### src/verilog/ppslc_pkg.sv
// Contract
// - Error flags 16-19 set on detection, W1C
// - Flags log regardless of reporting enables
// - Aux power bit 20 read-only, resets one
// - Transactions pending bit 21 reads zero
// - Max speed 3:0, resets to 5.0 code
// - Max width x4 upstream, x2 downstream
// - ASPM support field 11:10 resets 00b
// - L0s exit latency resets 011b
// - L1 exit latency resets 000b
// - Clock PM one upstream, zero downstream
// - Loadable defaults replaced by external loader
// - DL_Active reporting one only downstream
// - Bandwidth notify bit 21 resets zero
// - Port number resets to port index
// - Surprise-down bit 19 resets zero, loadable
// - Device control bits 0-3 enable reporting
package ppslc_pkg;
    // Register byte addresses.
    localparam logic [7:0] PPSLC_DEV_CTL_STS_ADDR = 8'hc8;
    localparam logic [7:0] PPSLC_LINK_CAP_ADDR = 8'hcc;
    localparam logic [7:0] PPSLC_IRQ_STS_ADDR = 8'he0;
    localparam logic [7:0] PPSLC_IRQ_MASK_ADDR = 8'he4;
    // Device control/status field positions.
    localparam int PPSLC_REP_EN_LSB = 0;
    localparam int PPSLC_ERR_LSB = 16;
    localparam int PPSLC_AUX_BIT = 20;
    localparam int PPSLC_TPEND_BIT = 21;
    // Link capability field positions.
    localparam int PPSLC_SPEED_LSB = 0;
    localparam int PPSLC_WIDTH_LSB = 4;
    localparam int PPSLC_ASPM_LSB = 10;
    localparam int PPSLC_L0S_LSB = 12;
    localparam int PPSLC_L1_LSB = 15;
    localparam int PPSLC_CLKPM_BIT = 18;
    localparam int PPSLC_SDOWN_BIT = 19;
    localparam int PPSLC_DLL_BIT = 20;
    localparam int PPSLC_BWN_BIT = 21;
    localparam int PPSLC_PORT_LSB = 24;
    // Reset values.
    localparam logic [3:0] PPSLC_SPEED_2G5 = 4'h1;
    localparam logic [3:0] PPSLC_SPEED_5G0 = 4'h2;
    localparam logic [5:0] PPSLC_WIDTH_UP = 6'h04;
    localparam logic [5:0] PPSLC_WIDTH_DN = 6'h02;
    localparam logic [1:0] PPSLC_ASPM_RST = 2'h0;
    localparam logic [2:0] PPSLC_L0S_RST = 3'h3;
    localparam logic [2:0] PPSLC_L1_RST = 3'h0;
    localparam logic PPSLC_AUX_RST = 1'b1;
    // Loadable default image, packed in capability field order.
    typedef struct packed {
        logic [7:0] port_num;
        logic bw_notify;
        logic surprise_down;
        logic clk_pm;
        logic [2:0] l1_exit;
        logic [2:0] l0s_exit;
        logic [1:0] aspm;
    } ppslc_load_t;
    // Bus response codes.
    localparam logic [1:0] PPSLC_RESP_OKAY = 2'h0;
    localparam logic [1:0] PPSLC_RESP_SLVERR = 2'h2;
endpackage : ppslc_pkg

### src/verilog/ppslc_err_flags.sv
`timescale 1ns/100ps
`default_nettype none
// Four sticky error flags with write-one-to-clear.
module ppslc_err_flags (
    input wire logic mclk_i,
    input wire logic sys_rst_i,
    input wire logic ce_i,
    input wire logic [3:0] set_i,
    input wire logic [3:0] clr_i,
    output logic [3:0] flag_o
);
    logic [3:0] flag_q;
    logic [3:0] flag_d;

    assign flag_o = flag_q;

    ////////////////////////////////////////////////////////////////////
    // Next value per bit; a set in the clearing cycle still wins.
    always_comb begin
        flag_d = (flag_q & ~clr_i) | set_i;
    end

    // Flags reset to zero.
    always_ff @(posedge mclk_i or posedge sys_rst_i) begin
        if (sys_rst_i) begin
            flag_q <= 4'h0;
        end else if (ce_i) begin
            flag_q <= flag_d;
        end
    end
endmodule : ppslc_err_flags
`default_nettype wire

### src/verilog/ppslc_regs.sv
// Register access over AXI4-Lite was left to the implementer.
`timescale 1ns/100ps
`default_nettype none
// Port status and link capability registers behind AXI4-Lite.
module ppslc_regs (
    input wire logic mclk_i,
    input wire logic sys_rst_i,
    input wire logic ce_i,
    input wire logic [1:0] port_idx_i,
    input wire logic [3:0] err_det_i,
    input wire logic aux_pwr_i,
    input wire logic load_valid_i,
    input wire ppslc_pkg::ppslc_load_t load_data_i,
    input wire logic [7:0] s_axi_awaddr,
    input wire logic s_axi_awvalid,
    output logic s_axi_awready,
    input wire logic [31:0] s_axi_wdata,
    input wire logic [3:0] s_axi_wstrb,
    input wire logic s_axi_wvalid,
    output logic s_axi_wready,
    output logic [1:0] s_axi_bresp,
    output logic s_axi_bvalid,
    input wire logic s_axi_bready,
    input wire logic [7:0] s_axi_araddr,
    input wire logic s_axi_arvalid,
    output logic s_axi_arready,
    output logic [31:0] s_axi_rdata,
    output logic [1:0] s_axi_rresp,
    output logic s_axi_rvalid,
    input wire logic s_axi_rready,
    output logic [3:0] err_report_o,
    output logic irq_o
);
    import ppslc_pkg::*;

    ////////////////////////////////////////////////////////////////////
    // State.
    typedef struct packed {
        logic upstream;       // Port role latched after reset.
        logic role_valid;     // Role latched.
        logic [1:0] port_idx; // Latched port index.
        logic [3:0] rep_en;   // Reporting enables.
        logic aux;            // Synchronised aux power level.
        logic [2:0] aux_sync; // Pin synchroniser.
        ppslc_load_t cap;     // Loadable capability fields.
        logic cap_init;       // Loadable fields seeded from role.
        logic [3:0] irq_mask; // Interrupt mask.
        logic aw_got;
        logic [7:0] aw_addr;
        logic w_got;
        logic [31:0] w_data;
        logic [3:0] w_strb;
        logic bvalid;
        logic [1:0] bresp;
        logic rvalid;
        logic [31:0] rdata;
        logic [1:0] rresp;
    } ppslc_state_t;

    ppslc_state_t s_q;
    ppslc_state_t s_d;
    logic [3:0] err_q;
    logic [3:0] err_clr;
    logic [3:0] irq_sts_q;
    logic [3:0] irq_clr;
    logic [31:0] status_word;
    logic [31:0] cap_word;
    logic do_wr;
    logic ar_take;

    ////////////////////////////////////////////////////////////////////
    // Error flags and matching interrupt status, one instance each.
    ppslc_err_flags u_err (
        .mclk_i(mclk_i),
        .sys_rst_i(sys_rst_i),
        .ce_i(ce_i),
        .set_i(err_det_i), // Not gated by reporting enables.
        .clr_i(err_clr),
        .flag_o(err_q)
    );

    ppslc_err_flags u_irq (
        .mclk_i(mclk_i),
        .sys_rst_i(sys_rst_i),
        .ce_i(ce_i),
        .set_i(err_det_i),
        .clr_i(irq_clr),
        .flag_o(irq_sts_q)
    );

    ////////////////////////////////////////////////////////////////////
    // Read images.
    always_comb begin
        status_word = 32'h0;
        status_word[PPSLC_REP_EN_LSB +: 4] = s_q.rep_en;
        status_word[PPSLC_ERR_LSB +: 4] = err_q;
        status_word[PPSLC_AUX_BIT] = s_q.aux;
        status_word[PPSLC_TPEND_BIT] = 1'b0;
        cap_word = 32'h0;
        cap_word[PPSLC_SPEED_LSB +: 4] = PPSLC_SPEED_5G0;
        cap_word[PPSLC_WIDTH_LSB +: 6] = s_q.upstream ? PPSLC_WIDTH_UP
                                                      : PPSLC_WIDTH_DN;
        cap_word[PPSLC_ASPM_LSB +: 2] = s_q.cap.aspm;
        cap_word[PPSLC_L0S_LSB +: 3] = s_q.cap.l0s_exit;
        cap_word[PPSLC_L1_LSB +: 3] = s_q.cap.l1_exit;
        // Clock PM is hardwired off downstream.
        cap_word[PPSLC_CLKPM_BIT] = s_q.upstream & s_q.cap.clk_pm;
        cap_word[PPSLC_SDOWN_BIT] = s_q.cap.surprise_down;
        cap_word[PPSLC_DLL_BIT] = ~s_q.upstream;
        cap_word[PPSLC_BWN_BIT] = s_q.cap.bw_notify;
        cap_word[PPSLC_PORT_LSB +: 8] = s_q.cap.port_num;
    end

    ////////////////////////////////////////////////////////////////////
    // Bus handshakes: take each write channel once, answer after both.
    assign s_axi_awready = ~s_q.aw_got & ~s_q.bvalid;
    assign s_axi_wready = ~s_q.w_got & ~s_q.bvalid;
    assign s_axi_arready = ~s_q.rvalid;
    assign s_axi_bvalid = s_q.bvalid;
    assign s_axi_bresp = s_q.bresp;
    assign s_axi_rvalid = s_q.rvalid;
    assign s_axi_rdata = s_q.rdata;
    assign s_axi_rresp = s_q.rresp;
    assign err_report_o = err_q & s_q.rep_en;
    assign irq_o = |(irq_sts_q & s_q.irq_mask);
    assign do_wr = s_q.aw_got & s_q.w_got & ~s_q.bvalid;
    assign ar_take = s_axi_arvalid & ~s_q.rvalid;

    // Write-one-to-clear strobes: error flags on byte lane 2, interrupt status on byte lane 0.
    always_comb begin
        err_clr = 4'h0;
        irq_clr = 4'h0;
        if (do_wr && s_q.w_strb[2]) begin
            if (s_q.aw_addr == PPSLC_DEV_CTL_STS_ADDR) begin
                err_clr = s_q.w_data[PPSLC_ERR_LSB +: 4];
            end
        end
        if (do_wr && s_q.w_strb[0]) begin
            if (s_q.aw_addr == PPSLC_IRQ_STS_ADDR) begin
                irq_clr = s_q.w_data[3:0];
            end
        end
    end

    ////////////////////////////////////////////////////////////////////
    // Next state.
    always_comb begin
        s_d = s_q;
        // Aux power pin: three flops, change once stages two and three agree.
        s_d.aux_sync = {s_q.aux_sync[1:0], aux_pwr_i};
        if (s_q.aux_sync[2] == s_q.aux_sync[1]) begin
            s_d.aux = s_q.aux_sync[2];
        end
        // Latch the port role once after reset release.
        if (!s_q.role_valid) begin
            s_d.role_valid = 1'b1;
            s_d.port_idx = port_idx_i;
            s_d.upstream = (port_idx_i == 2'h0);
        end else if (!s_q.cap_init) begin
            // Seed the loadable defaults from the role.
            s_d.cap_init = 1'b1;
            s_d.cap.clk_pm = s_q.upstream;
            s_d.cap.port_num = {6'h00, s_q.port_idx};
        end
        // External loader overrides the defaults.
        if (load_valid_i && s_q.cap_init) begin
            s_d.cap = load_data_i;
        end
        // Write channels.
        if (s_axi_awvalid && s_axi_awready) begin
            s_d.aw_got = 1'b1;
            s_d.aw_addr = s_axi_awaddr;
        end
        if (s_axi_wvalid && s_axi_wready) begin
            s_d.w_got = 1'b1;
            s_d.w_data = s_axi_wdata;
            s_d.w_strb = s_axi_wstrb;
        end
        if (do_wr) begin
            s_d.aw_got = 1'b0;
            s_d.w_got = 1'b0;
            s_d.bvalid = 1'b1;
            s_d.bresp = PPSLC_RESP_OKAY;
            case (s_q.aw_addr)
                PPSLC_DEV_CTL_STS_ADDR: begin
                    if (s_q.w_strb[0]) begin
                        s_d.rep_en = s_q.w_data[PPSLC_REP_EN_LSB +: 4];
                    end
                end
                PPSLC_LINK_CAP_ADDR: begin
                    // Read-only: write is ignored.
                end
                PPSLC_IRQ_STS_ADDR: begin
                    // Handled by the clear strobes.
                end
                PPSLC_IRQ_MASK_ADDR: begin
                    if (s_q.w_strb[0]) begin
                        s_d.irq_mask = s_q.w_data[3:0];
                    end
                end
                default: begin
                    s_d.bresp = PPSLC_RESP_SLVERR;
                end
            endcase
        end
        if (s_q.bvalid && s_axi_bready) begin
            s_d.bvalid = 1'b0;
        end
        // Read channel: data registered one cycle after address.
        if (s_q.rvalid && s_axi_rready) begin
            s_d.rvalid = 1'b0;
        end
        if (ar_take) begin
            s_d.rvalid = 1'b1;
            s_d.rresp = PPSLC_RESP_OKAY;
            case (s_axi_araddr)
                PPSLC_DEV_CTL_STS_ADDR: s_d.rdata = status_word;
                PPSLC_LINK_CAP_ADDR: s_d.rdata = cap_word;
                PPSLC_IRQ_STS_ADDR: s_d.rdata = {28'h0, irq_sts_q};
                PPSLC_IRQ_MASK_ADDR: s_d.rdata = {28'h0, s_q.irq_mask};
                default: begin
                    s_d.rdata = 32'h0;
                    s_d.rresp = PPSLC_RESP_SLVERR;
                end
            endcase
        end
    end

    ////////////////////////////////////////////////////////////////////
    // State register; constants only under reset.
    always_ff @(posedge mclk_i or posedge sys_rst_i) begin
        if (sys_rst_i) begin
            s_q <= '0;
            s_q.upstream <= 1'b1;
            s_q.aux <= PPSLC_AUX_RST;
            s_q.aux_sync <= {3{PPSLC_AUX_RST}};
            s_q.cap.aspm <= PPSLC_ASPM_RST;
            s_q.cap.l0s_exit <= PPSLC_L0S_RST;
            s_q.cap.l1_exit <= PPSLC_L1_RST;
            s_q.cap.surprise_down <= 1'b0;
            s_q.cap.bw_notify <= 1'b0;
        end else if (ce_i) begin
            s_q <= s_d;
        end
    end
endmodule : ppslc_regs
`default_nettype wire

### config.mk
export PLATFORM = sky130hd
export DESIGN_NAME = ppslc_regs
export DESIGN_NICKNAME = d
export VERILOG_FILES = /design/src/verilog/ppslc_pkg.sv /design/src/verilog/ppslc_err_flags.sv /design/src/verilog/ppslc_regs.sv
export SDC_FILE = /design/constraint.sdc
export NUM_CORES = 1
export LEC_CHECK = 0
export BUFFER_PORTS_ARGS = -buffer_cell sky130_fd_sc_hd__buf_2
export CAP_MARGIN = 25
export CORE_MARGIN = 2
export CORE_UTILIZATION = 45
export CTS_CLUSTER_SIZE = 10
export DETAILED_ROUTE_END_ITERATION = 16
export PLACE_DENSITY_LB_ADDON = 0.05
export REMOVE_ABC_BUFFERS = 1
export SETUP_SLACK_MARGIN = 0.15
export SLEW_MARGIN = 10
export SYNTH_ARGS = -nofsm -noshare
export SYNTH_HDL_FRONTEND = slang
export SYNTH_HIERARCHICAL = 1
export SYNTH_SLANG_ARGS = --single-unit
### constraint.sdc
create_clock -name mclk_i -period 6.3 [get_ports mclk_i]
set_clock_uncertainty 0.2 [all_clocks]
set_input_delay 0.945 -clock mclk_i [delete_from_list [all_inputs] [get_ports mclk_i]]
set_output_delay 0.945 -clock mclk_i [all_outputs]
set_load 0.005 [all_outputs]
==> results.py, run 1 <==
metrics = {
    "power_and_ir_drop": {
        "seqPwrFrac_pct": 55.2,
        "p_leak_nw": 2.36,
        "peakVddDrop_v": 0.000140,
        "combPwrFrac_pct": 18.2,
        "p_per_area_nw_per_um2": 289,
        "sw_frac_of_total_pct": 28.4,
        "p_sw_mw": 0.404,
        "power.internal_mw": 1.02,
        "clockPowerShare_pct": 26.6,
    },
    "synthesis": {
        "yosysSeqAreaShare_pct": 54.4,
        "synthCells": 386,
        "yosysUniqueCellTypes": 46,
        "synth-edff-count": 0,
        "avgSynthCellArea_um2": 11.2,
        "ys_warn_count": 6,
        "async_flop_share_pct": 100,
        "ys_seq_elements": 94,
        "synthFlopType": "dfrtp_1",
        "syn_area_um2": 4340,
    },
    "cts": {
        "cts_tree": "done",
        "postCtsSetupRepairBufs": 0,
        "cts_buffers": 9,
        "h-tree-depth": 3,
        "worstSkewPairLatency_ps": 360,
        "clkSinkCount": 94,
        "clkSlewWorstSetupHoldPaths_ps": 90,
        "clock_path_buffers": 2,
        "post_cts_resize_count": 0,
        "cts_hold_buffers": 0,
        "ctsRootBufferMaster": "clkbuf_8",
    },
    "timing": {
        "grt_setup_unrepaired": "false",
        "setup_tns_ps": 0,
        "period_share_pct": 41.5,
        "maxSlewViolCount": 0,
        "fmax_mhz": 382,
        "hold_viol_final": 0,
        "worst_pin_slew_ps": 704,
        "setup_viol": 0,
        "slew-limit-headroom_pct": 53.1,
        "fin_crit_ps": 2620,
    },
    "finish": {
        "multiInputGateArea_um2": 1600,
        "diodes": 0,
        "final_cells": 589,
        "final-seq-area_um2": 2360,
        "drive_gt1_share_pct": 37.8,
        "fin_nets": 542,
        "fillCellCount": 906,
        "area_growth_pct": 13.3,
        "stdcell_area_um2": 4920,
        "fin_util_pct": 53.0,
    },
    "worst_setup_path": {
        "crit_arrival_ps": 2720,
        "rrSetupSlack_ps": 4140,
        "reg2regPathDepth": 5,
        "path_class": "in -> reg",
        "r2r-start": "s_q[75]",
        "critPathRequiredTime_ps": 6400,
        "start_kind": "input pin",
        "cp_max_fo": 41,
        "r2r-end": "u_irq/flag_o[1]",
        "cp-end-kind": "flop",
    },
    "drt": {
        "routed_wl_mm": 8.49,
        "drtPass1Iterations": 4,
        "vias_per_cell": 4.92,
        "drc_errors": 0,
        "vias": 2896,
        "ant_nets": 0,
        "wire_per_inst_um": 14.4,
        "drt_iter0_drc": 38,
    },
    "floorplan": {
        "fp.dieW_um": 102,
        "fp.coreArea_um2": 9280,
        "std_cell_rows": 35,
        "die_h_um": 102,
        "ios": 133,
        "initial_core_util_pct": 46.8,
        "fp.dieArea_um2": 10500,
    },
    "global_routing": {
        "grt_max_degree": 50,
        "grt_pass1_vias": 2917,
        "grt_pass1_wl_mm": 14.1,
        "antenna_found_initial": 0,
        "grt_use_total_pct": 17.5,
        "grt-ovfl-total": 0,
    },
    "place": {
        "gp_congestion": 0.761,
        "dp_cells": 573,
        "portBuffers": 98,
        "place_area_um2": 4730,
        "dpl.hpwl_mm": 6.10,
    },
    "outcome": {
        "status": "completed",
    },
    "worst_hold_path": {
        "hold_class": "in -> async",
    },
    "job": {
        "drv_cap": 0,
    },
}
-- how the worst max path moves through the flow --
stage | start | endpoint | slack, ps | depth (start not counted)
after floorplan | sys_rst_i | cap_word[10] | 2940 | 1
after global placement | ce_i | s_axi_rdata[0] | 3300 | 4
final | ce_i | s_axi_rdata[0] | 3680 | 4
after CTS | ce_i | s_axi_rdata[0] | 3640 | 4
after global routing | ce_i | s_axi_rdata[0] | 3520 | 4
after detailed placement | ce_i | s_axi_rdata[0] | 3260 | 4
-- kinds of logic (layout without fill, tap and decap cells) --
kind of cell	count (synthesis)	after routing	synth area share [%]
compound gates	62	62	9.54
xor+xnor	2	2	0.404
buf+inv	68	135	9.54
flops	94	94	54.4
mux	49	49	12.5
other cells	1	8	0.0864
simple gates	110	110	13.5
-- layout by cell type (no fill, tap or decap), types with 2 or more instances in the layout --
cell type,count
a21o_1,3
nand3_1,7
dfstp_2,7
o21ai_0,24
nand3b_1,3
clkbuf_8,11
nor2b_1,3
mux2i_1,7
mux2_2,42
and2_1,9
clkinvlp_4,3
o31ai_1,11
a21oi_1,3
nor2_1,11
dfrtp_1,87
nand4bb_1,3
nor4b_1,2
inv_1,15
o2bb2ai_1,3
a22o_1,12
nand2b_1,2
buf_2,98
nand2_1,56
a22oi_1,2
conb_1,8
and3b_1,2
buf_4,4
-- metal layers --
layer | part of all wire (%) | GRT usage (%) | up-vias
met1 | 46 | 23.1 | 1405
met5 | 0 | 0 | -
met3 | 5.1 | 4.17 | 9
met4 | 1.3 | 6.46 | 0
met2 | 48 | 28.2 | 66
li1 | - | - | 1416
-- synthesized netlist by cell type, types with 2 or more instances --
cell type | count | area, µm²
a21o_1 | 3 | 22.5
a21oi_1 | 3 | 15.0
a22o_1 | 12 | 105
a22oi_1 | 2 | 15.0
and2_1 | 9 | 56.3
and3b_1 | 2 | 17.5
buf_2 | 6 | 30.0
buf_4 | 36 | 270
buf_6 | 2 | 22.5
clkbuf_1 | 6 | 22.5
dfrtp_1 | 87 | 2180
dfstp_2 | 7 | 184
inv_1 | 16 | 60.1
mux2_2 | 42 | 473
mux2i_1 | 7 | 70.1
nand2_1 | 56 | 210
nand2b_1 | 2 | 12.5
nand3_1 | 7 | 35.0
nand3b_1 | 3 | 22.5
nand4bb_1 | 3 | 33.8
nor2_1 | 11 | 41.3
nor2b_1 | 3 | 18.8
nor4b_1 | 2 | 17.5
nor4bb_1 | 2 | 20.0
o21ai_0 | 24 | 120
o2bb2ai_1 | 3 | 26.3
o31ai_1 | 11 | 82.6
-- power by group through the flow --
stage                     clock network [mW]  registers, mW  logic, mW
final                                  0.377          0.785      0.258
after detailed placement                   0          0.799      0.263
after global placement                     0          0.794      0.255
after global routing                   0.420          0.802      0.293
after CTS                              0.393          0.787      0.264
after floorplan                            0          0.774      0.182
-- final cells by class --
type | count | area share, %
inverters | 16 | 1.25
multi-input cells | 231 | 32.5
repair buffers | 103 | 11.1
flip-flops and latches | 94 | 48.0
clock buffers | 12 | 3.16
well taps | 129 | 3.28
clock inverters | 4 | 0.636
-- flip-flops by register name, indices dropped and copies added (netlist names) --
| register | flops |
|---|---|
| s_axi_bresp | 1 |
| s_d | 2 |
| s_axi_bvalid | 1 |
| s_axi_rresp | 1 |
| u_irq/flag_o | 4 |
| s_axi_rdata | 26 |
| s_axi_rvalid | 1 |
| s_q | 36 |
| u_err/flag_o | 4 |
| cap_word | 18 |
-- metrics by stage --
step	power, mW	setup slack [ps]	hold WS [ps]
CTS	1.44	3640	268
global placement	1.05	3300	254
detailed placement	1.06	3260	263
global route	1.52	3520	277
finish	1.42	3680	277
floorplan	0.955	2940	242
-- worst max-delay path, cell delays in order --
cell     delay [ps]
buf_2           550
and3b_1         630
and4_1          410
a22o_1          160
Power figures use the tool's default switching activity.
==> inputs of run 2 (changes only) <==
==> constraint.sdc (replaced) <==
create_clock -name mclk_i -period 2.2 [get_ports mclk_i]
set_clock_uncertainty 0.2 [all_clocks]
set_input_delay 0.33 -clock mclk_i [delete_from_list [all_inputs] [get_ports mclk_i]]
set_output_delay 0.33 -clock mclk_i [all_outputs]
set_load 0.005 [all_outputs]
==> results.py, run 2 (synthesis results as in run 1) <==
metrics = {
    "job": {
        "drv_cap": 0,
    },
    "drt": {
        "met2_wirelength_mm": 4.06,
        "ant_nets": 0,
        "route.met3.wl_um": 347,
        "dr.max_layer_used": "met4",
        "drc_errors": 0,
        "drt_iter0_drc": 65,
        "vias": 2995,
        "met1_length_mm": 3.97,
        "drtPass1Iterations": 4,
        "wire_per_inst_um": 13.9,
        "vias_per_cell": 4.89,
        "routed_wl_mm": 8.50,
    },
    "cts": {
        "cts_tree": "done",
        "ctsRootBufferMaster": "clkbuf_8",
        "clock_path_buffers": 2,
        "h-tree-depth": 3,
        "clkSinkCount": 94,
        "cts_buffers": 9,
        "clkSlewWorstSetupHoldPaths_ps": 90,
        "worstSkewPairLatency_ps": 350,
    },
    "finish": {
        "stdcell_area_um2": 5120,
        "fin_nets": 565,
        "layout_common_cells": "buf_2, dfrtp_1, nand2_1",
        "area_growth_pct": 18.0,
        "final_common_cell": "buf_2",
        "top_register": "s_q",
        "drive_gt1_share_pct": 38.1,
        "diodes": 0,
        "fin_util_pct": 55.2,
        "largest_reg_flops": 36,
        "final_cells": 612,
        "fillCellCount": 893,
    },
    "place": {
        "gp_congestion": 0.765,
        "dp_cells": 580,
        "dpl_worst_slack_ps": 165,
        "place_area_um2": 4790,
        "dpl.hpwl_mm": 6.19,
        "portBuffers": 98,
    },
    "floorplan": {
        "ios": 133,
        "die_h_um": 102,
        "fp.dieW_um": 102,
        "initial_core_util_pct": 46.8,
        "std_cell_rows": 35,
        "fp.coreArea_um2": 9280,
        "fp.dieArea_um2": 10500,
    },
    "power_and_ir_drop": {
        "sw_frac_of_total_pct": 28.6,
        "clockPowerShare_pct": 24.6,
        "p_sw_mw": 1.16,
        "power.internal_mw": 2.89,
        "peakVddDrop_v": 0.000486,
        "combPwrFrac_pct": 19.8,
        "seqPwrFrac_pct": 55.5,
        "p_leak_nw": 2.45,
        "p_per_area_nw_per_um2": 790,
    },
    "worst_hold_path": {
        "hold_class": "in -> reg",
    },
    "timing": {
        "grt_setup_unrepaired": "false",
        "maxSlewViolCount": 0,
        "final.setup.worst_slack_ps": 268,
        "slew-limit-headroom_pct": 65.9,
        "hold_viol_final": 0,
        "worst_pin_slew_ps": 510,
        "period_share_pct": 87.8,
        "fmax_mhz": 517,
        "setup_viol": 0,
        "fin_crit_ps": 1930,
    },
    "global_routing": {
        "antenna_found_initial": 0,
        "grt-ovfl-total": 0,
        "grt_use_total_pct": 17.2,
        "grt_max_degree": 38,
        "grt_pass1_wl_mm": 14.1,
        "grt_pass1_vias": 2955,
    },
    "worst_setup_path": {
        "crit_arrival_ps": 1970,
        "path_class": "reg -> reg",
        "cp-end-kind": "flop",
        "critPathRequiredTime_ps": 2240,
        "cp_max_fo": 4,
        "rrSetupSlack_ps": 270,
        "start_kind": "flop",
    },
    "outcome": {
        "status": "completed",
    },
}
-- run 2: cell types whose count changed in the layout (fill, tap and decap cells not counted), sizes merged --
cell / before / now
dlygate4sd3: 0 / 15
clkinv: 1 / 3
buf: 103 / 111
clkbuf: 12 / 11
inv: 16 / 15
-- run 2: area by class of cell --
| class | instances | area (µm²) | share of cell area [%] |
|---|---|---|---|
| repair buffers | 126 | 763 | 14.9 |
| clock inverters | 5 | 36.3 | 0.708 |
| inverters | 16 | 61.3 | 1.20 |
| flip-flops and latches | 94 | 2360 | 46.1 |
| multi-input cells | 231 | 1610 | 31.4 |
| clock buffers | 11 | 131 | 2.56 |
| well taps | 129 | 161 | 3.15 |
-- run 2: critical path, cell delays in order, from the launching register on --
cell     delay [ps]
dfrtp_1         410
or3b_4          400
or4_4           460
nor2_1          110
nand2_1          60
a22o_1          180
-- run 2: metrics by stage --
stage	power, mW	setup TNS [ps]	hold slack, ps
2_1_floorplan	2.74	-44870	-104
3_3_place_gp	3.03	0	41.8
3_5_place_dp	3.05	0	52.1
4_1_cts	4.09	0	0.327
5_1_grt	4.28	0	13.5
6_report	4.05	0	9.40
-- run 2: worst paths after layout --
path | from | endpoint | depth (start not counted)
hold / removal | s_axi_awaddr[7] | s_q[82] | 2
hold reg to reg | s_axi_rdata[10] | s_axi_rdata[10] | 2
min in group asynchronous | sys_rst_i | u_err/flag_o[1] | 3
max in group asynchronous | sys_rst_i | s_q[119] | 4
setup reg to reg | s_q[79] | u_err/flag_o[1] | 5
setup / recovery | s_q[79] | u_err/flag_o[1] | 5
-- run 2: repair_timing --
action / CTS / global route
pin swaps: 0 / 1
buffers inserted: 1 / 0
hold buffers: 15 / 0
setup endpoints to repair: 1 / 8
hold endpoints to repair: 46 / 0
gates resized for setup: 0 / 3
-- run 2: metal layers --
layer	up-vias	GRT usage [%]
li1	1461	-
met1	1451	23.7
met2	73	28.2
met3	10	2.53
met4	0	5.85
met5	-	0
-- run 2: power groups by stage --
stage	logic [mW]	clock network, mW	registers, mW
after floorplan	0.520	0	2.22
after global placement	0.756	0	2.27
after detailed placement	0.770	0	2.28
after CTS	0.812	1.04	2.24
after global routing	0.897	1.09	2.29
final	0.802	0.997	2.25
